<file path="src/common/spd_pkg.sv">
// How it works
// - position readable, six bits, updates per step
// - direction is pin XOR polarity bit
// - positive direction counts position upward
// - direction works while motor disabled
// - direction and run/hold pin levels readable
// - pin rising edge or software bit steps
// - software step bit self-clears, even when hold or lockout blocks the step
// - simultaneous pin and software triggers: two steps
// - software step uses newly written direction
// - run mode is pin XOR polarity bit
// - run mode steps, uses run current code
// - hold ignores triggers, uses hold code
// - decode codes to peak milliamps, hold shifted
// - zero hold current disables detection, duty zero
// - current code change applies next period
// - enable gates bridges only, logic keeps working
// - latch five-bit back-emf code, report it
// - compare sample at zero crossing end
// - timeout forces compare, zero code disables
// - two low samples: stall, backstep, error
// - read clears stall; wait direction change
// - hold full-step motion check sets stall
// - threshold codes decode, zero disables
// - translator reset puts position at eight
package spd_pkg;
	localparam logic [7:0]  ADDR_CTRL     = 8'h00;
	localparam logic [7:0]  ADDR_STATUS   = 8'h04;
	localparam logic [7:0]  ADDR_CURRENT  = 8'h08;
	localparam int          CTRL_MOTOR_ENABLE_BIT    = 0;
	localparam int          CTRL_DIRECTION_POLARITY_BIT     = 1;
	localparam int          CTRL_SWSTEP   = 2;
	localparam int          CTRL_RUN_HOLD_POLARITY_BIT     = 3;
	localparam int          CTRL_TRRESET  = 4;
	localparam int          CTRL_IRUN     = 8;
	localparam int          CTRL_IHOLD    = 12;
	localparam int          CTRL_THR      = 16;
	localparam int          CTRL_TO       = 24;
	localparam logic [31:0] CTRL_RESET    = 32'h0000_0000;
	localparam logic [31:0] CTRL_WMASK    = 32'hFFFF_FF1F;
	localparam int          ST_DIR        = 6;
	localparam int          ST_RH         = 7;
	localparam int          ST_STALL      = 8;
	localparam int          ST_RUN        = 9;
	localparam int          ST_LOCK       = 10;
	localparam int          ST_BEMF       = 16;
	localparam int          CUR_CODE      = 12;
	localparam int          CUR_RUN       = 16;
	localparam int          CUR_DUTY0     = 17;
	localparam logic [5:0]  POS_RESET     = 6'h08;
	localparam logic [5:0]  POS_BACKSTEP  = 6'h18;
	localparam logic [1:0]  LOW_LIMIT     = 2'h2;
	localparam logic [1:0]  RESP_OKAY     = 2'h0;
	localparam logic [1:0]  RESP_SLVERR   = 2'h2;

	typedef logic [3:0] spd_code_t;

	function automatic logic [8:0] spd_run_ma(input spd_code_t code);
		case (code)
			4'h0:    spd_run_ma = 9'h00F;
			4'h1:    spd_run_ma = 9'h01B;
			4'h2:    spd_run_ma = 9'h030;
			4'h3:    spd_run_ma = 9'h057;
			4'h4:    spd_run_ma = 9'h064;
			4'h5:    spd_run_ma = 9'h073;
			4'h6:    spd_run_ma = 9'h084;
			4'h7:    spd_run_ma = 9'h098;
			4'h8:    spd_run_ma = 9'h0AE;
			4'h9:    spd_run_ma = 9'h0C8;
			4'hA:    spd_run_ma = 9'h0E6;
			default: spd_run_ma = 9'h12C;
		endcase
	endfunction

	function automatic logic [8:0] spd_peak_ma(input logic run, input spd_code_t code);
		if (run)
			spd_peak_ma = spd_run_ma(code);
		else if (code == 4'h0)
			spd_peak_ma = 9'h000;
		else
			spd_peak_ma = spd_run_ma(code - 4'h1);
	endfunction

	// threshold in back-emf code units, about 8.3 codes per volt
	function automatic logic [4:0] spd_thr_level(input spd_code_t code);
		case (code)
			4'h7:    spd_thr_level = 5'h08;
			4'h8:    spd_thr_level = 5'h0A;
			4'h9:    spd_thr_level = 5'h0C;
			4'hA:    spd_thr_level = 5'h0F;
			4'hB:    spd_thr_level = 5'h11;
			4'hC:    spd_thr_level = 5'h13;
			4'hD:    spd_thr_level = 5'h15;
			4'hE:    spd_thr_level = 5'h17;
			4'hF:    spd_thr_level = 5'h19;
			default: spd_thr_level = {1'b0, code};
		endcase
	endfunction

	function automatic logic [31:0] spd_merge(input logic [31:0] old, input logic [31:0] nw, input logic [3:0] strb);
		for (int i = 0; i < 4; i++)
			spd_merge[i*8 +: 8] = strb[i] ? nw[i*8 +: 8] : old[i*8 +: 8];
	endfunction
endpackage

</file>
<file path="src/design/spd_positioner.sv">
// Local design decisions: the register offsets and the AXI4-Lite slave port.
`timescale 1ns/1ps
module spd_positioner
(
	input  wire logic        clk,
	input  wire logic        rst_n,
	input  wire logic [7:0]  s_axi_awaddr,
	input  wire logic        s_axi_awvalid,
	output logic             s_axi_awready,
	input  wire logic [31:0] s_axi_wdata,
	input  wire logic [3:0]  s_axi_wstrb,
	input  wire logic        s_axi_wvalid,
	output logic             s_axi_wready,
	output logic [1:0]       s_axi_bresp,
	output logic             s_axi_bvalid,
	input  wire logic        s_axi_bready,
	input  wire logic [7:0]  s_axi_araddr,
	input  wire logic        s_axi_arvalid,
	output logic             s_axi_arready,
	output logic [31:0]      s_axi_rdata,
	output logic [1:0]       s_axi_rresp,
	output logic             s_axi_rvalid,
	input  wire logic        s_axi_rready,
	input  wire logic        step_input,
	input  wire logic        direction_input,
	input  wire logic        run_hold_input,
	input  wire logic        pwm_period_start,
	input  wire logic        zero_cross_active,
	input  wire logic        bemf_valid,
	input  wire logic [4:0]  bemf_code,
	output logic [5:0]       position_field,
	output logic [3:0]       coil_current_code,
	output logic [8:0]       coil_peak_ma,
	output logic             coil_run_mode,
	output logic             duty_zero,
	output logic             detect_enable,
	output logic             bridge_enable,
	output logic             error_output_o,
	output logic             error_output_oe_n
);

////////////////////////////////////////////////////////////////////////////////
// register bus

logic        aw_held_q;
logic [7:0]  awaddr_q;
logic        w_held_q;
logic [31:0] wdata_q;
logic [3:0]  wstrb_q;
logic        bvalid_q;
logic [1:0]  bresp_q;
logic        rvalid_q;
logic [31:0] rdata_q;
logic [1:0]  rresp_q;
logic [31:0] ctrl_q;
logic [31:0] ctrl_d;

wire         aw_take    = s_axi_awvalid & s_axi_awready;
wire         w_take     = s_axi_wvalid & s_axi_wready;
wire         ar_take    = s_axi_arvalid & s_axi_arready;
wire         do_write   = aw_held_q & w_held_q & ~bvalid_q;
wire         wr_ctrl    = do_write & (awaddr_q == spd_pkg::ADDR_CTRL);
wire         wr_known   = wr_ctrl | (awaddr_q == spd_pkg::ADDR_STATUS) | (awaddr_q == spd_pkg::ADDR_CURRENT);
wire         rd_ctrl    = s_axi_araddr == spd_pkg::ADDR_CTRL;
wire         rd_status  = s_axi_araddr == spd_pkg::ADDR_STATUS;
wire         rd_current = s_axi_araddr == spd_pkg::ADDR_CURRENT;
wire         rd_known   = rd_ctrl | rd_status | rd_current;

assign s_axi_awready = ~aw_held_q & ~bvalid_q;
assign s_axi_wready  = ~w_held_q & ~bvalid_q;
assign s_axi_arready = ~rvalid_q;
assign s_axi_bvalid  = bvalid_q;
assign s_axi_bresp   = bresp_q;
assign s_axi_rvalid  = rvalid_q;
assign s_axi_rdata   = rdata_q;
assign s_axi_rresp   = rresp_q;

always_ff @(posedge clk or negedge rst_n)
begin
	if (!rst_n)
	begin
		aw_held_q <= 1'b0;
		awaddr_q  <= 8'h00;
		w_held_q  <= 1'b0;
		wdata_q   <= 32'h0000_0000;
		wstrb_q   <= 4'h0;
		bvalid_q  <= 1'b0;
		bresp_q   <= spd_pkg::RESP_OKAY;
	end
	else
	begin
		if (aw_take)
		begin
			aw_held_q <= 1'b1;
			awaddr_q  <= s_axi_awaddr;
		end
		if (w_take)
		begin
			w_held_q <= 1'b1;
			wdata_q  <= s_axi_wdata;
			wstrb_q  <= s_axi_wstrb;
		end
		if (do_write)
		begin
			aw_held_q <= 1'b0;
			w_held_q  <= 1'b0;
			bvalid_q  <= 1'b1;
			bresp_q   <= wr_known ? spd_pkg::RESP_OKAY : spd_pkg::RESP_SLVERR;
		end
		else if (bvalid_q & s_axi_bready)
			bvalid_q <= 1'b0;
	end
end

////////////////////////////////////////////////////////////////////////////////
// pin synchronisers and mode decode

logic       step_s1_q, step_s2_q, step_s3_q;
logic       dir_s1_q, dir_s2_q;
logic       rh_s1_q, rh_s2_q;
logic       dir_eff_q;
logic [5:0] pos_q;
logic [5:0] pos_d;
logic       stall_q;
logic       lockout_q;
logic       stall_back;
logic       hold_move;

always_ff @(posedge clk or negedge rst_n)
begin
	if (!rst_n)
	begin
		step_s1_q <= 1'b0;
		step_s2_q <= 1'b0;
		step_s3_q <= 1'b0;
		dir_s1_q  <= 1'b0;
		dir_s2_q  <= 1'b0;
		rh_s1_q   <= 1'b0;
		rh_s2_q   <= 1'b0;
	end
	else
	begin
		step_s1_q <= step_input;
		step_s2_q <= step_s1_q;
		step_s3_q <= step_s2_q;
		dir_s1_q  <= direction_input;
		dir_s2_q  <= dir_s1_q;
		rh_s1_q   <= run_hold_input;
		rh_s2_q   <= rh_s1_q;
	end
end

// motor enable is deliberately absent from the stepping path
wire dir_eff    = dir_s2_q ^ ctrl_q[spd_pkg::CTRL_DIRECTION_POLARITY_BIT];
wire run_mode   = rh_s2_q ^ ctrl_q[spd_pkg::CTRL_RUN_HOLD_POLARITY_BIT];
wire pin_step   = step_s2_q & ~step_s3_q;
wire sw_req     = ctrl_q[spd_pkg::CTRL_SWSTEP];
wire step_ok    = run_mode & ~lockout_q;
wire pin_take   = pin_step & step_ok;
wire sw_take    = sw_req & step_ok & ~pin_step;
// a software step that meets a pin edge waits one cycle
wire sw_clear   = sw_req & ~pin_take;
wire step_now   = pin_take | sw_take;
wire tr_reset   = ctrl_q[spd_pkg::CTRL_TRRESET];
wire [5:0] step_delta = dir_eff ? 6'h01 : 6'h3F;
wire [5:0] back_delta = dir_eff ? (6'h00 - spd_pkg::POS_BACKSTEP) : spd_pkg::POS_BACKSTEP;

always_comb
begin
	ctrl_d = ctrl_q;
	if (sw_clear)
		ctrl_d[spd_pkg::CTRL_SWSTEP] = 1'b0;
	if (tr_reset)
		ctrl_d[spd_pkg::CTRL_TRRESET] = 1'b0;
	if (wr_ctrl)
		ctrl_d = spd_pkg::spd_merge(ctrl_q, wdata_q, wstrb_q) & spd_pkg::CTRL_WMASK;
end

// six-bit arithmetic wraps around the table circle
always_comb
begin
	pos_d = pos_q;
	if (tr_reset)
		pos_d = spd_pkg::POS_RESET;
	else if (stall_back)
		pos_d = pos_q + back_delta;
	else if (step_now)
		pos_d = pos_q + step_delta;
end

always_ff @(posedge clk or negedge rst_n)
begin
	if (!rst_n)
	begin
		ctrl_q    <= spd_pkg::CTRL_RESET;
		pos_q     <= spd_pkg::POS_RESET;
		dir_eff_q <= 1'b0;
	end
	else
	begin
		ctrl_q    <= ctrl_d;
		pos_q     <= pos_d;
		dir_eff_q <= dir_eff;
	end
end

////////////////////////////////////////////////////////////////////////////////
// current selection and stall detection

logic [3:0] applied_code_q;
logic       applied_run_q;
logic       duty_zero_q;
logic       detect_en_q;
logic       zc_d1_q;
logic [4:0] bemf_last_q;
logic [1:0] low_cnt_q;
logic [9:0] to_cnt_q;
logic       err_oe_n_q;

wire [3:0] run_code   = ctrl_q[spd_pkg::CTRL_IRUN +: 4];
wire [3:0] hold_code  = ctrl_q[spd_pkg::CTRL_IHOLD +: 4];
wire [3:0] thr_code   = ctrl_q[spd_pkg::CTRL_THR +: 4];
wire [7:0] to_code    = ctrl_q[spd_pkg::CTRL_TO +: 8];
wire [3:0] sel_code   = run_mode ? run_code : hold_code;
wire [4:0] thr_level  = spd_pkg::spd_thr_level(thr_code);
wire       thr_on     = thr_code != 4'h0;
wire       hold_zero  = ~run_mode & (hold_code == 4'h0);
wire       det_en     = thr_on & ~hold_zero;
wire [9:0] to_limit   = {to_code, 2'b00};
wire       timeout_hit = (to_code != 8'h00) & pwm_period_start & ((to_cnt_q + 10'h001) == to_limit);
wire       zc_end     = zc_d1_q & ~zero_cross_active;
wire       compare    = zc_end | timeout_hit;
wire       run_check  = compare & run_mode & thr_on;
wire       bemf_low   = bemf_last_q < thr_level;
wire       stall_clr  = ar_take & rd_status;
wire       stall_set  = stall_back | hold_move;
wire       full_step  = pos_q[3:0] == 4'h0;

assign stall_back = run_check & bemf_low & (low_cnt_q == (spd_pkg::LOW_LIMIT - 2'h1));
assign hold_move  = bemf_valid & ~run_mode & det_en & full_step & (bemf_code > thr_level);

always_ff @(posedge clk or negedge rst_n)
begin
	if (!rst_n)
	begin
		applied_code_q <= 4'h0;
		applied_run_q  <= 1'b0;
		duty_zero_q    <= 1'b1;
		detect_en_q    <= 1'b0;
	end
	else
	begin
		detect_en_q <= det_en;
		if (pwm_period_start)
		begin
			applied_code_q <= sel_code;
			applied_run_q  <= run_mode;
			duty_zero_q    <= hold_zero;
		end
	end
end

always_ff @(posedge clk or negedge rst_n)
begin
	if (!rst_n)
	begin
		zc_d1_q     <= 1'b0;
		bemf_last_q <= 5'h00;
		low_cnt_q   <= 2'h0;
		to_cnt_q    <= 10'h000;
	end
	else
	begin
		zc_d1_q <= zero_cross_active;
		if (bemf_valid)
			bemf_last_q <= bemf_code;
		if (!run_mode || stall_back || (run_check && !bemf_low))
			low_cnt_q <= 2'h0;
		else if (run_check)
			low_cnt_q <= low_cnt_q + 2'h1;
		if (step_now || timeout_hit || to_code == 8'h00)
			to_cnt_q <= 10'h000;
		else if (pwm_period_start)
			to_cnt_q <= to_cnt_q + 10'h001;
	end
end

// set wins over a clearing read in the same cycle
always_ff @(posedge clk or negedge rst_n)
begin
	if (!rst_n)
	begin
		stall_q    <= 1'b0;
		lockout_q  <= 1'b0;
		err_oe_n_q <= 1'b1;
	end
	else
	begin
		stall_q    <= stall_set | (stall_q & ~stall_clr);
		err_oe_n_q <= ~(stall_set | (stall_q & ~stall_clr));
		if (stall_clr && stall_q)
			lockout_q <= 1'b1;
		else if (dir_eff != dir_eff_q)
			lockout_q <= 1'b0;
	end
end

////////////////////////////////////////////////////////////////////////////////
// read path and outputs

wire [31:0] status_word = {11'h000, bemf_last_q, 5'h00, lockout_q, run_mode, stall_q,
	rh_s2_q, dir_s2_q, pos_q};
wire [31:0] current_word = {14'h0000, duty_zero_q, applied_run_q, applied_code_q,
	3'h0, spd_pkg::spd_peak_ma(applied_run_q, applied_code_q)};
wire [31:0] rd_mux = rd_ctrl ? ctrl_q : rd_status ? status_word : rd_current ? current_word : 32'h0000_0000;

always_ff @(posedge clk or negedge rst_n)
begin
	if (!rst_n)
	begin
		rvalid_q <= 1'b0;
		rdata_q  <= 32'h0000_0000;
		rresp_q  <= spd_pkg::RESP_OKAY;
	end
	else if (ar_take)
	begin
		rvalid_q <= 1'b1;
		rdata_q  <= rd_mux;
		rresp_q  <= rd_known ? spd_pkg::RESP_OKAY : spd_pkg::RESP_SLVERR;
	end
	else if (rvalid_q && s_axi_rready)
		rvalid_q <= 1'b0;
end

assign position_field    = pos_q;
assign coil_current_code = applied_code_q;
assign coil_peak_ma      = current_word[8:0];
assign coil_run_mode     = applied_run_q;
assign duty_zero         = duty_zero_q;
assign detect_enable     = detect_en_q;
assign bridge_enable     = ctrl_q[spd_pkg::CTRL_MOTOR_ENABLE_BIT];
assign error_output_o    = 1'b0;
assign error_output_oe_n = err_oe_n_q;
endmodule // spd_positioner

</file>
<file path="config.mk">
export PLATFORM = sky130hd
export DESIGN_NAME = spd_positioner
export DESIGN_NICKNAME = d
export VERILOG_FILES = /design/src/common/spd_pkg.sv /design/src/design/spd_positioner.sv
export SDC_FILE = /design/constraint.sdc
export NUM_CORES = 1
export LEC_CHECK = 0
export BUFFER_PORTS_ARGS = -buffer_cell sky130_fd_sc_hd__buf_4
export CAP_MARGIN = 20
export CORE_MARGIN = 2
export CORE_UTILIZATION = 51
export DETAILED_ROUTE_END_ITERATION = 12
export PLACE_DENSITY = 0.77
export SLEW_MARGIN = 0
export SYNTH_ARGS = -nofsm -noshare
export SYNTH_HDL_FRONTEND = slang
export SYNTH_SLANG_ARGS = --single-unit
</file>
<file path="constraint.sdc">
create_clock -name clk -period 4.2 [get_ports clk]
set_clock_uncertainty 0.15 [all_clocks]
set_input_delay 0.84 -clock clk [delete_from_list [all_inputs] [get_ports clk]]
set_output_delay 0.84 -clock clk [all_outputs]
set_load 0.05 [all_outputs]
</file>
**After elaboration in Yosys (flattened, before gate mapping)**

Memories as Yosys holds them, arrays and structs flattened.
Index checks and enable logic that the tools add are counted.

- Bits in registers: 155
- ROM bits: 288
- Output and inout port bits: 66
- Memories: 2

Memories:

| memory | depth | bits a word | read ports | clocked after Yosys merged registers in | write ports | RTL line | RTL |
|---|---|---|---|---|---|---|---|
| (no name shown) | 16 | 9 | 1 | 0 | 0 | spd_pkg.sv:59 | `case (code)` |
| (no name shown) | 16 | 9 | 1 | 0 | 0 | spd_pkg.sv:59 |  |

- Add/subtract/negate cells: 5
- Order comparisons: 2
- Equal/unequal tests: 17
- Muxes and demuxes: 31
- Bitwise gates (word level): 53
- Reductions and logical operators: 31

Operator list:

| kind | count |
|---|---|
| 5-bit one-hot mux with 9 select lines | 1 |
| 4-bit equality test, second input constant | 8 |
| 32-bit 2-to-1 mux | 1 |
| 1-bit AND | 30 |
| 6-bit 2-to-1 mux | 5 |
| 8-bit zero test | 3 |
| 21-bit 2-to-1 mux | 1 |
| 10-bit 2-to-1 mux | 2 |
| 18-bit 2-to-1 mux | 1 |
| 9-bit 2-to-1 mux | 2 |
| 8-bit by 3-bit equality test with 1-bit output, second input constant | 2 |
| 8-bit by 4-bit equality test with 1-bit output, second input constant | 2 |
| 2-bit nonzero test | 8 |
| 1-bit NOT | 13 |
| 6-bit adder | 2 |
| 4-bit zero test | 3 |
| 1-bit 2-to-1 mux | 11 |
| 10-bit by 1-bit adder with 10-bit output, second input constant | 1 |
| 10-bit equality test | 1 |
| 5-bit 2-to-1 mux | 2 |
| 2-bit AND reduction | 5 |
| 2-bit 2-to-1 mux | 4 |
| 1-bit bitwise OR | 8 |
| 8-bit nonzero test | 1 |
| other kinds (15) | 22 |

**Longest topological paths before layout**

Gate-level depths: netlist of the first run.

- Word-level depth: 11
- Depth in mapped cells: 22

**Worst setup path after synthesis of the first run**

No wires, ideal clock.

- Path kind: input -> register
- Start: in pwm_period_start
- End: reg pos_q[5] (netlist: position_field[5])
- Library setup time: 87 ps
- Data arrival time: 4191 ps
- Data required time: 3963 ps
- Path slack: -228 ps
- Stages: 17
- Path buffers: 2
- Path through: clkbuf_1 > nand2_1 > a2111oi_2 > o2111ai_1 > or3_1 > buf_6 > a21oi_1 > inv_1 > ha_1 > inv_1 > ha_1 > or4b_2 > o211ai_1 > a211oi_1 > nor3_1 > nand2b_1 > o211ai_1

- Longest elaborated chain between the ends: 9

Ends and longest elaborated chain:

| element | RTL line | RTL |
|---|---|---|
| start, declared | spd_positioner.sv:27 | `input wire logic pwm_period_start,` |
| 1-bit AND * (2 in series) | spd_positioner.sv:230 | `wire timeout_hit = (to_code != 8'h00) & pwm_period_start & ((to_cnt_q + 10'h001) == to_limit);` |
| 1-bit bitwise OR * | spd_positioner.sv:232 | `wire compare = zc_end \| timeout_hit;` |
| 1-bit AND * (2 in series) | spd_positioner.sv:233 | `wire run_check = compare & run_mode & thr_on;` |
| 1-bit AND * (2 in series) | spd_positioner.sv:239 | `assign stall_back = run_check & bemf_low & (low_cnt_q == (spd_pkg::LOW_LIMIT - 2'h1));` |
| 6-bit 2-to-1 mux | spd_positioner.sv:185 | `else if (stall_back)` |
| 6-bit 2-to-1 mux | spd_positioner.sv:183 | `if (tr_reset)` |
| end signal, assigned | spd_positioner.sv:196 | `pos_q <= spd_pkg::POS_RESET;` |
| end signal, assigned | spd_positioner.sv:202 | `pos_q <= pos_d;` |
| end, declared | spd_positioner.sv:122 | `logic [5:0] pos_q;` |

Mark *: on every way between the ends. The rest lies on a longest branch, timed or not.
A chain may end at the register's enable or synchronous reset.

**Worst setup path after layout of the first run**

- Start: reg to_cnt_q[1]
- End: reg pos_q[5] (netlist: position_field[5])

- Longest elaborated chain between the ends: 10

Ends and longest elaborated chain:

| element | RTL line | RTL |
|---|---|---|
| start, declared | spd_positioner.sv:217 | `logic [9:0] to_cnt_q;` |
| start signal, assigned | spd_positioner.sv:284 | `to_cnt_q <= to_cnt_q + 10'h001;` |
| 10-bit by 1-bit adder with 10-bit output * | spd_positioner.sv:230 |  |
| 10-bit equality test * | spd_positioner.sv:230 |  |
| 1-bit AND * | spd_positioner.sv:230 |  |
| 1-bit bitwise OR * | spd_positioner.sv:232 |  |
| 1-bit AND * (2 in series) | spd_positioner.sv:233 |  |
| 1-bit AND * (2 in series) | spd_positioner.sv:239 |  |
| 6-bit 2-to-1 mux | spd_positioner.sv:185 |  |
| 6-bit 2-to-1 mux | spd_positioner.sv:183 |  |

Marked as above.

==> flow_metrics.env, run 1 <==
export IMPL_dp_cells=1051
export IMPL_rsz0062_at_grt="true"
export IMPL_max_freq_mhz=247
export IMPL_syn_inst=749
export IMPL_synth_compound_area_share=0.138
export IMPL_clk_path_buf_depth=2
export IMPL_h_tree_depth=4
export IMPL_dp_slack_ns=0.00546
export IMPL_cp_end_kind="register"
export IMPL_viasPerCell=5.88
export IMPL_cts_tree="yes"
export IMPL_finalWorstSetupSlack_ns=0.143
export IMPL_insertion_delay_ns=0.43
export IMPL_peakVddDrop_mv=0.376
export IMPL_synth_adder_area_share=0.0398
export IMPL_ant_nets=0
export IMPL_ys_ff_latch=150
export IMPL_io_pins=136
export IMPL_synthSimpleGateAreaFrac=0.137
export IMPL_drt_initial_drc_count=547
export IMPL_initial_core_util=0.528
export IMPL_clkPwrFrac=0.291
export IMPL_antenna_cells=0
export IMPL_start_kind="register"
export IMPL_die_area_um2=16200
export IMPL_gp_congestion=0.910
export IMPL_synth_mux_area_frac=0.129
export IMPL_grt_pass1_wl_um=31800
export IMPL_clkSlewWorstSetupHoldPaths_ns=0.06
export IMPL_syn_to_final_growth_pct=26.3
export IMPL_pwr_share_comb=0.329
export IMPL_powerDensity_nw_per_um2=551
export IMPL_tightest_slew_ns=0.780
export IMPL_p_leak_nw=4.45
export IMPL_row_count=44
export IMPL_core_area_um2=14600
export IMPL_min_period_over_period=0.966
export IMPL_grt_pass1_vias=6144
export IMPL_synthArstFlopShare=1.00
export IMPL_avgRoutedWirePerCell_um=18.0
export IMPL_cts_buffers_inserted=17
export IMPL_crit_arrival_ns=4.25
export IMPL_hpwl_um=13900
export IMPL_fin_crit_ns=4.06
export IMPL_synth_edf_count=0
export IMPL_synthesis_area_um2=7730
export IMPL_final_common_cell="buf_4"
export IMPL_grt_usage=0.250
export IMPL_switching_power_mw=1.90
export IMPL_cts_root_buf="clkbuf_16"
export IMPL_yosys_warnings=0
export IMPL_hold_buffers=0
export IMPL_antenna_found_initial=0
export IMPL_crit_type="reg2reg"
export IMPL_critPathLaunch="to_cnt_q[1]"
export IMPL_drive_gt1_frac=0.332
export IMPL_die_h_um=127
export IMPL_synth_top_family_by_area="compound AO/OA/AOI/OAI gates"
export IMPL_cap_violations=0
export IMPL_synth_xor_area_share=0.0351
export IMPL_slew_headroom=0.475
export IMPL_status="finished clean"
export IMPL_port_buffers=129
export IMPL_r2r_start="to_cnt_q[1]"
export IMPL_hp_class="reg2reg"
export IMPL_hold_violations=0
export IMPL_finalNetCount=983
export IMPL_layout_common_cells="162 x buf_4, 145 x dfrtp_1, 88 x nand2_1"
export IMPL_cp_data_required_time_ns=4.39
export IMPL_power_share_sequential=0.380
export IMPL_crit_fanout=2
export IMPL_synth_distinct_cells=67
export IMPL_ys_flop_type="dfrtp_1"
export IMPL_die_width_um=127
export IMPL_firstDrtPassIters=6
export IMPL_seq_area_frac_synth=0.486
export IMPL_synth_area_per_cell_um2=10.3
export IMPL_setup_viol=0
export IMPL_wl_um=19600
export IMPL_grt_max_degree=87
export IMPL_min_delay_start="step_s1_q"
export IMPL_finalMaxSlewViolations=0
export IMPL_final_util=0.666
export IMPL_p_int_mw=3.48
export IMPL_cts_sinks=150
export IMPL_via_count=6390
export IMPL_finalPower_mw=5.37
export IMPL_final_cell_count_no_fill=1087
export IMPL_grt_remaining_overflow=0
export IMPL_drc_errors=0
export IMPL_swShare=0.353
timing repair:
| item | 4_1_cts | 5_1_grt |
|---|---|---|
| resized for setup | 7 | 22 |
| pin swaps | 5 | 18 |
| buffers inserted | 2 | 2 |
| endpoints found under the setup margin | 3 | 3 |
synthesized netlist by cell type (13+ instances only):
cell / n / area, um^2
a21oi_1: 31 / 155
clkbuf_1: 31 / 116
dfrtp_1: 147 / 3680
ha_1: 23 / 288
inv_1: 18 / 67.6
mux2_2: 74 / 833
mux2i_1: 15 / 150
nand2_1: 89 / 334
nand3_1: 13 / 65.1
nor2_1: 50 / 188
nor2b_1: 15 / 93.8
nor3_1: 13 / 65.1
o21ai_0: 53 / 265
xnor2_1: 17 / 149
xor2_1: 14 / 123
path summary, 6_finish.rpt:
kind | endpoint | slack (ns) | cells after the start
worst max-delay path | position_field[5] | 0.14 | 17
worst min-delay path | step_s2_q | 0.20 | 0
worst max register to register | position_field[5] | 0.14 | 17
worst min register to register | step_s2_q | 0.20 | 0
max in group asynchronous | ctrl_q[19] | 2.72 | 2
min in group asynchronous | s_axi_rdata[26] | 0.33 | 1
layout make-up:
cell class | count | area [um^2]
sequential | 150 | 3760
tap | 184 | 230
multi-input combinational | 539 | 3860
timing repair buffer | 164 | 1240
clock buffer | 22 | 454
inverter | 18 | 67.6
clock inverter | 10 | 145
fill | 1120 | 4890
kinds of logic after synthesis:
kind of cell,count (synthesis)
AO/OA/AOI/OAI,164
buffers and inverters,62
flip-flops,150
adder cells (fa/ha/maj),25
other,1
XOR/XNOR,31
multiplexers,90
AND/OR/NAND/NOR,226
critical path: stages, from the launching register on:
cell and delay, ns:
dfrtp_1 0.36, ha_2 0.19, nand4_1 0.10, or3_4 0.42
a2111oi_4 0.37, o2111ai_2 0.18, or3_4 0.39, a21oi_4 0.19
inv_2 0.06, ha_1 0.20, inv_2 0.07, ha_4 0.19
or4b_4 0.51, o211ai_1 0.13, a211oi_2 0.09, nor3_2 0.14
nand2b_1 0.07, o211ai_1 0.15
sequential cells by signal, indices dropped and copies added (netlist names), 2 cells and up:
| name | flops |
|---|---|
| s_axi_rdata | 32 |
| ctrl_q | 29 |
| wdata_q | 29 |
| to_cnt_q | 10 |
| awaddr_q | 8 |
| position_field | 6 |
| bemf_last_q | 5 |
| coil_current_code | 4 |
| wstrb_q | 4 |
| low_cnt_q | 2 |
power by group through the flow:
stage | clock network, mW | logic [mW] | registers (mW)
floorplan | 0 | 1.07 | 2.15
global placement | 0 | 1.66 | 2.04
detailed placement | 0 | 1.70 | 2.06
CTS | 1.58 | 1.71 | 2.03
global route | 1.64 | 1.91 | 2.09
finish | 1.56 | 1.77 | 2.04
stage by stage:
| step | hold slack, ns | TNS [ns] | cell area, um^2 |
|---|---|---|---|
| 6_report | 0.197 | 0 | 9760 |
| 5_1_grt | 0.208 | -0.111 | 9760 |
| 4_1_cts | 0.199 | 0 | 9650 |
| 3_5_place_dp | 0.185 | 0 | 9000 |
| 3_3_place_gp | 0.184 | 0 | 9000 |
| 2_1_floorplan | 0.181 | -0.0935 | 7760 |
routing by layer:
layer	up-vias	part of all wire	wire, um	track usage
li1	2956	-	-	-
met4	0	0.026	501	0.0983
met1	3159	0.45	8740	0.349
met2	239	0.47	9140	0.387
met3	36	0.063	1230	0.0507
met5	-	0	0	0
No activity file was read; power rests on OpenSTA's default activity.
==> run 2: changes to the inputs <==
- SETUP_SLACK_MARGIN: default -> 0.2
==> flow_metrics.env, run 2 (synthesis results as in run 1) <==
export IMPL_wl_met1_um=8500
export IMPL_drc_errors=0
export IMPL_r2r_start="to_cnt_q[1]"
export IMPL_met3_length_um=1010
export IMPL_syn_to_final_growth_pct=27.1
export IMPL_antenna_found_initial=0
export IMPL_p_leak_nw=4.50
export IMPL_cts_sinks=150
export IMPL_gp_congestion=0.914
export IMPL_via_count=6229
export IMPL_slowest_stage="or4b_4"
export IMPL_dp_slack_ns=-0.0525
export IMPL_start_kind="register"
export IMPL_cp_data_required_time_ns=4.38
export IMPL_hpwl_um=13300
export IMPL_die_area_um2=16200
export IMPL_clk_path_buf_depth=2
export IMPL_critPathLaunch="to_cnt_q[1]"
export IMPL_max_freq_mhz=250
export IMPL_rsz0062_at_grt="true"
export IMPL_r2r_setup_slack_ns=0.20
export IMPL_status="finished clean"
export IMPL_ant_nets=0
export IMPL_hold_slack_ns=0.202
export IMPL_slew_headroom=0.406
export IMPL_clkSlewWorstSetupHoldPaths_ns=0.06
export IMPL_avgRoutedWirePerCell_um=17.4
export IMPL_cts_tree="yes"
export IMPL_insertion_delay_ns=0.42
export IMPL_grt_usage=0.239
export IMPL_powerDensity_nw_per_um2=548
export IMPL_peakVddDrop_mv=0.335
export IMPL_port_buffers=129
export IMPL_wl_met2_um=9320
export IMPL_fin_crit_ns=4.00
export IMPL_grt_max_degree=100
export IMPL_fin_area_um2=9820
export IMPL_viasPerCell=5.69
export IMPL_h_tree_depth=4
export IMPL_cts_root_buf="clkbuf_16"
export IMPL_finalNetCount=990
export IMPL_grt_pass1_wl_um=30600
export IMPL_cpPeakStageDelay_ns=0.48
export IMPL_wl_um=19000
export IMPL_hold_violations=0
export IMPL_cts_buffers_inserted=17
export IMPL_io_pins=136
export IMPL_row_count=44
export IMPL_crit_fanout=9
export IMPL_core_area_um2=14600
export IMPL_min_period_over_period=0.952
export IMPL_cp_end_kind="register"
export IMPL_firstDrtPassIters=5
export IMPL_drt_initial_drc_count=513
export IMPL_grt_remaining_overflow=0
export IMPL_hp_class="reg2reg"
export IMPL_drive_gt1_frac=0.337
export IMPL_crit_type="reg2reg"
export IMPL_post_dp_cell_area_um2=9040
export IMPL_crit_arrival_ns=4.18
export IMPL_tightest_slew_ns=0.891
export IMPL_largest_reg_flops=32
export IMPL_setup_viol=0
export IMPL_path_delay_family="compound AO/OA/AOI/OAI gates"
export IMPL_die_width_um=127
export IMPL_die_h_um=127
export IMPL_initial_core_util=0.528
export IMPL_final_common_cell="buf_4"
export IMPL_final_util=0.670
export IMPL_finalWorstSetupSlack_ns=0.200
export IMPL_min_delay_start="step_s1_q"
export IMPL_finalMaxSlewViolations=0
export IMPL_antenna_cells=0
export IMPL_path_buf_inv=4
export IMPL_dr_max_layer_used="met4"
export IMPL_layout_common_cells="167 x buf_4, 147 x dfrtp_1, 88 x nand2_1"
export IMPL_grt_pass1_vias=5946
export IMPL_path_cells="ha_2 -> buf_4 -> buf_4 -> o311ai_0 -> o2111ai_2 -> or3_4 -> a21oi_4 -> inv_2 -> ha_4 -> inv_2 -> ha_4 -> or4b_4 -> o211ai_1 -> a211oi_2 -> nor3_2 -> nand2b_1 -> o211ai_1"
export IMPL_cap_violations=0
-- run 2: cell count changes in the layout (fill, tap and decap cells not counted), sizes merged --
cell    change
buf         +7
inv         +6
clkbuf      -3
clkinv      -2
bufinv      -1
-- run 2: layout make-up --
type	instances	area [um^2]
Timing Repair Buffer	171	1310
Clock buffer	19	443
Multi-Input combinational cell	539	3850
Sequential cell	150	3760
Inverter	18	67.6
Clock inverter	13	159
Tap cell	184	230
Fill cell	1170	4830
-- run 2: power by group --
group          leakage [nW]  internal, mW  switching (mW)  total, mW
registers              1.92          1.77           0.261       2.03
logic                  2.28         0.780            1.01       1.79
clock network         0.290         0.911           0.644       1.56
-- run 2: worst paths after layout --
path / cells past startpoint / end
worst min-delay path: 0 / step_s2_q
max in group asynchronous: 2 / duty_zero
min in group asynchronous: 1 / wdata_q[15]
worst max register to register: 17 / position_field[5]
worst max-delay path: 17 / position_field[5]
worst min register to register: 0 / step_s2_q
-- run 2: timing repair --
action / 4_1_cts / 5_1_grt
pin swaps: 16 / 15
setup buffers: 2 / 8
gates resized for setup: 11 / 12
hold buffers: 0 / 0
endpoints found under the setup margin: 3 / 4
-- run 2: per-layer routing --
layer  vias up  global-route usage
met1      3074               0.333
met4         0              0.0575
met3        16              0.0465
li1       2959                   -
met5         -                   0
met2       180               0.390
-- run 2: through the flow --
stage                     std cells  total power, mW  TNS [ns]
final                          1094             5.38         0
after global routing           1094             5.68         0
after CTS                      1086             5.36         0
after detailed placement       1052             3.76   -0.0527
after global placement         1052             3.71         0
after floorplan                 751             3.23   -0.0560
==> run 3: changes to the inputs <==
- CORE_UTILIZATION: 51 -> 35
- PLACE_DENSITY: 0.77 -> 0.56
==> flow_metrics.env, run 3 (synthesis results as in run 1) <==
export IMPL_grt_remaining_overflow=0
export IMPL_cp_end_kind="register"
export IMPL_min_period_over_period=0.944
export IMPL_grt_pass1_vias=6147
export IMPL_grt_usage=0.178
export IMPL_crit_path_end="position_field[2]"
export IMPL_clk_path_buf_depth=2
export IMPL_setup_tns_ns=0
export IMPL_clkSlewWorstSetupHoldPaths_ns=0.06
export IMPL_cap_violations=0
export IMPL_finalNetCount=985
export IMPL_critPathLaunch="to_cnt_q[0]"
export IMPL_finalWorstSetupSlack_ns=0.236
export IMPL_rsz0062_at_grt="true"
export IMPL_setup_viol=0
export IMPL_die_width_um=153
export IMPL_cp_data_required_time_ns=4.40
export IMPL_cts_buffers_inserted=17
export IMPL_via_count=6021
export IMPL_drc_errors=0
export IMPL_multi_input_area_um2=3860
export IMPL_layout_common_cells="163 x buf_4, 147 x dfrtp_1, 88 x nand2_1"
export IMPL_grt_pass1_wl_um=33300
export IMPL_die_area_um2=23300
export IMPL_fillCellCount=2078
export IMPL_path_buf_inv=2
export IMPL_cts_tree="yes"
export IMPL_dp_slack_ns=-0.0123
export IMPL_regArea_um2=3760
export IMPL_hpwl_um=14400
export IMPL_insertion_delay_ns=0.42
export IMPL_syn_to_final_growth_pct=28.2
export IMPL_wl_um=19800
export IMPL_drive_gt1_frac=0.335
export IMPL_hold_slack_ns=0.199
export IMPL_met1_usage=0.253
export IMPL_final_cell_count_no_fill=1185
export IMPL_powerDensity_nw_per_um2=542
export IMPL_h_tree_depth=4
export IMPL_hp_class="reg2reg"
export IMPL_p_leak_nw=4.48
export IMPL_crit_type="reg2reg"
export IMPL_grt_max_degree=79
export IMPL_drt_initial_drc_count=343
export IMPL_io_pins=136
export IMPL_cts_root_buf="clkbuf_16"
export IMPL_ant_nets=0
export IMPL_die_h_um=153
export IMPL_crit_fanout=3
export IMPL_path_cells="ha_2 -> nand4_1 -> or3_4 -> a2111oi_4 -> o2111ai_2 -> or3_4 -> a21oi_4 -> inv_2 -> buf_6 -> ha_4 -> xor2_2 -> ha_2 -> a21oi_2 -> xor2_1 -> or3_1 -> o31ai_1 -> a311o_1"
export IMPL_antenna_found_initial=0
export IMPL_timing_rr_end="position_field[2]"
export IMPL_avgRoutedWirePerCell_um=16.7
export IMPL_hold_buffers=0
export IMPL_dp_cells=1148
export IMPL_top_usage_layer="met2"
export IMPL_status="finished clean"
export IMPL_path_delay_family="simple AND/OR/NAND/NOR gates"
export IMPL_r2r_start="to_cnt_q[0]"
export IMPL_firstDrtPassIters=5
export IMPL_cpPeakStageDelay_ns=0.42
export IMPL_cp_num_cells=17
export IMPL_viasPerCell=5.08
export IMPL_finalMaxSlewViolations=0
export IMPL_met2_usage=0.275
export IMPL_largest_reg_flops=32
export IMPL_antenna_cells=0
export IMPL_core_area_um2=21800
export IMPL_r2r_setup_slack_ns=0.24
export IMPL_use_met3=0.0381
export IMPL_cts_sinks=150
export IMPL_row_count=54
export IMPL_reg2reg_depth=17
export IMPL_max_freq_mhz=252
export IMPL_port_buffers=129
export IMPL_final_common_cell="buf_4"
export IMPL_gp_congestion=0.857
export IMPL_initial_core_util=0.355
export IMPL_fin_crit_ns=3.96
export IMPL_slew_headroom=0.442
export IMPL_peakVddDrop_mv=0.282
export IMPL_crit_arrival_ns=4.16
export IMPL_start_kind="register"
export IMPL_slowest_stage="or3_4"
export IMPL_tightest_slew_ns=0.835
export IMPL_hold_violations=0
-- run 3: layout make-up --
cell class | instances | share of cell area
clock buffer | 18 | 0.0433
timing repair buffer | 166 | 0.128
tap | 280 | 0.0354
multi-input combinational | 539 | 0.390
inverter | 18 | 0.00682
clock inverter | 14 | 0.0174
sequential | 150 | 0.379
-- run 3: how the worst min path moves through the flow --
stage | from | endpoint | slack, ns | cells after the start
after floorplan | dir_s1_q | dir_s2_q | 0.18 | 0
after global placement | dir_s1_q | dir_s2_q | 0.18 | 0
after detailed placement | step_s1_q | step_s2_q | 0.19 | 0
after CTS | rh_s1_q | rh_s2_q | 0.20 | 0
after global routing | step_s1_q | step_s2_q | 0.20 | 0
final | rh_s1_q | rh_s2_q | 0.20 | 0
-- run 3: power by group --
group	leakage, nW	internal (mW)	switching, mW	total, mW
logic	2.27	0.765	0.990	1.76
clock network	0.291	0.940	0.626	1.57
registers	1.92	1.77	0.272	2.05
total	4.48	3.48	1.89	5.37
-- run 3: routing by layer --
layer,part of all wire,routed length [um]
met1,0.48,9450
met2,0.47,9210
met5,0,0
met3,0.043,845
met4,0.014,271
-- run 3: stage by stage --
stage,power [mW],area [um^2],utilization
global placement,3.74,9160,0.421
global route,5.71,9910,0.455
CTS,5.40,9860,0.453
floorplan,3.23,7780,-
detailed placement,3.77,9160,0.421
finish,5.37,9910,0.455
-- run 3: what timing repair did --
item,in CTS,in global routing
setup endpoints to repair,3,7
gates resized for setup,12,9
setup buffers,3,2
pin swaps,16,12
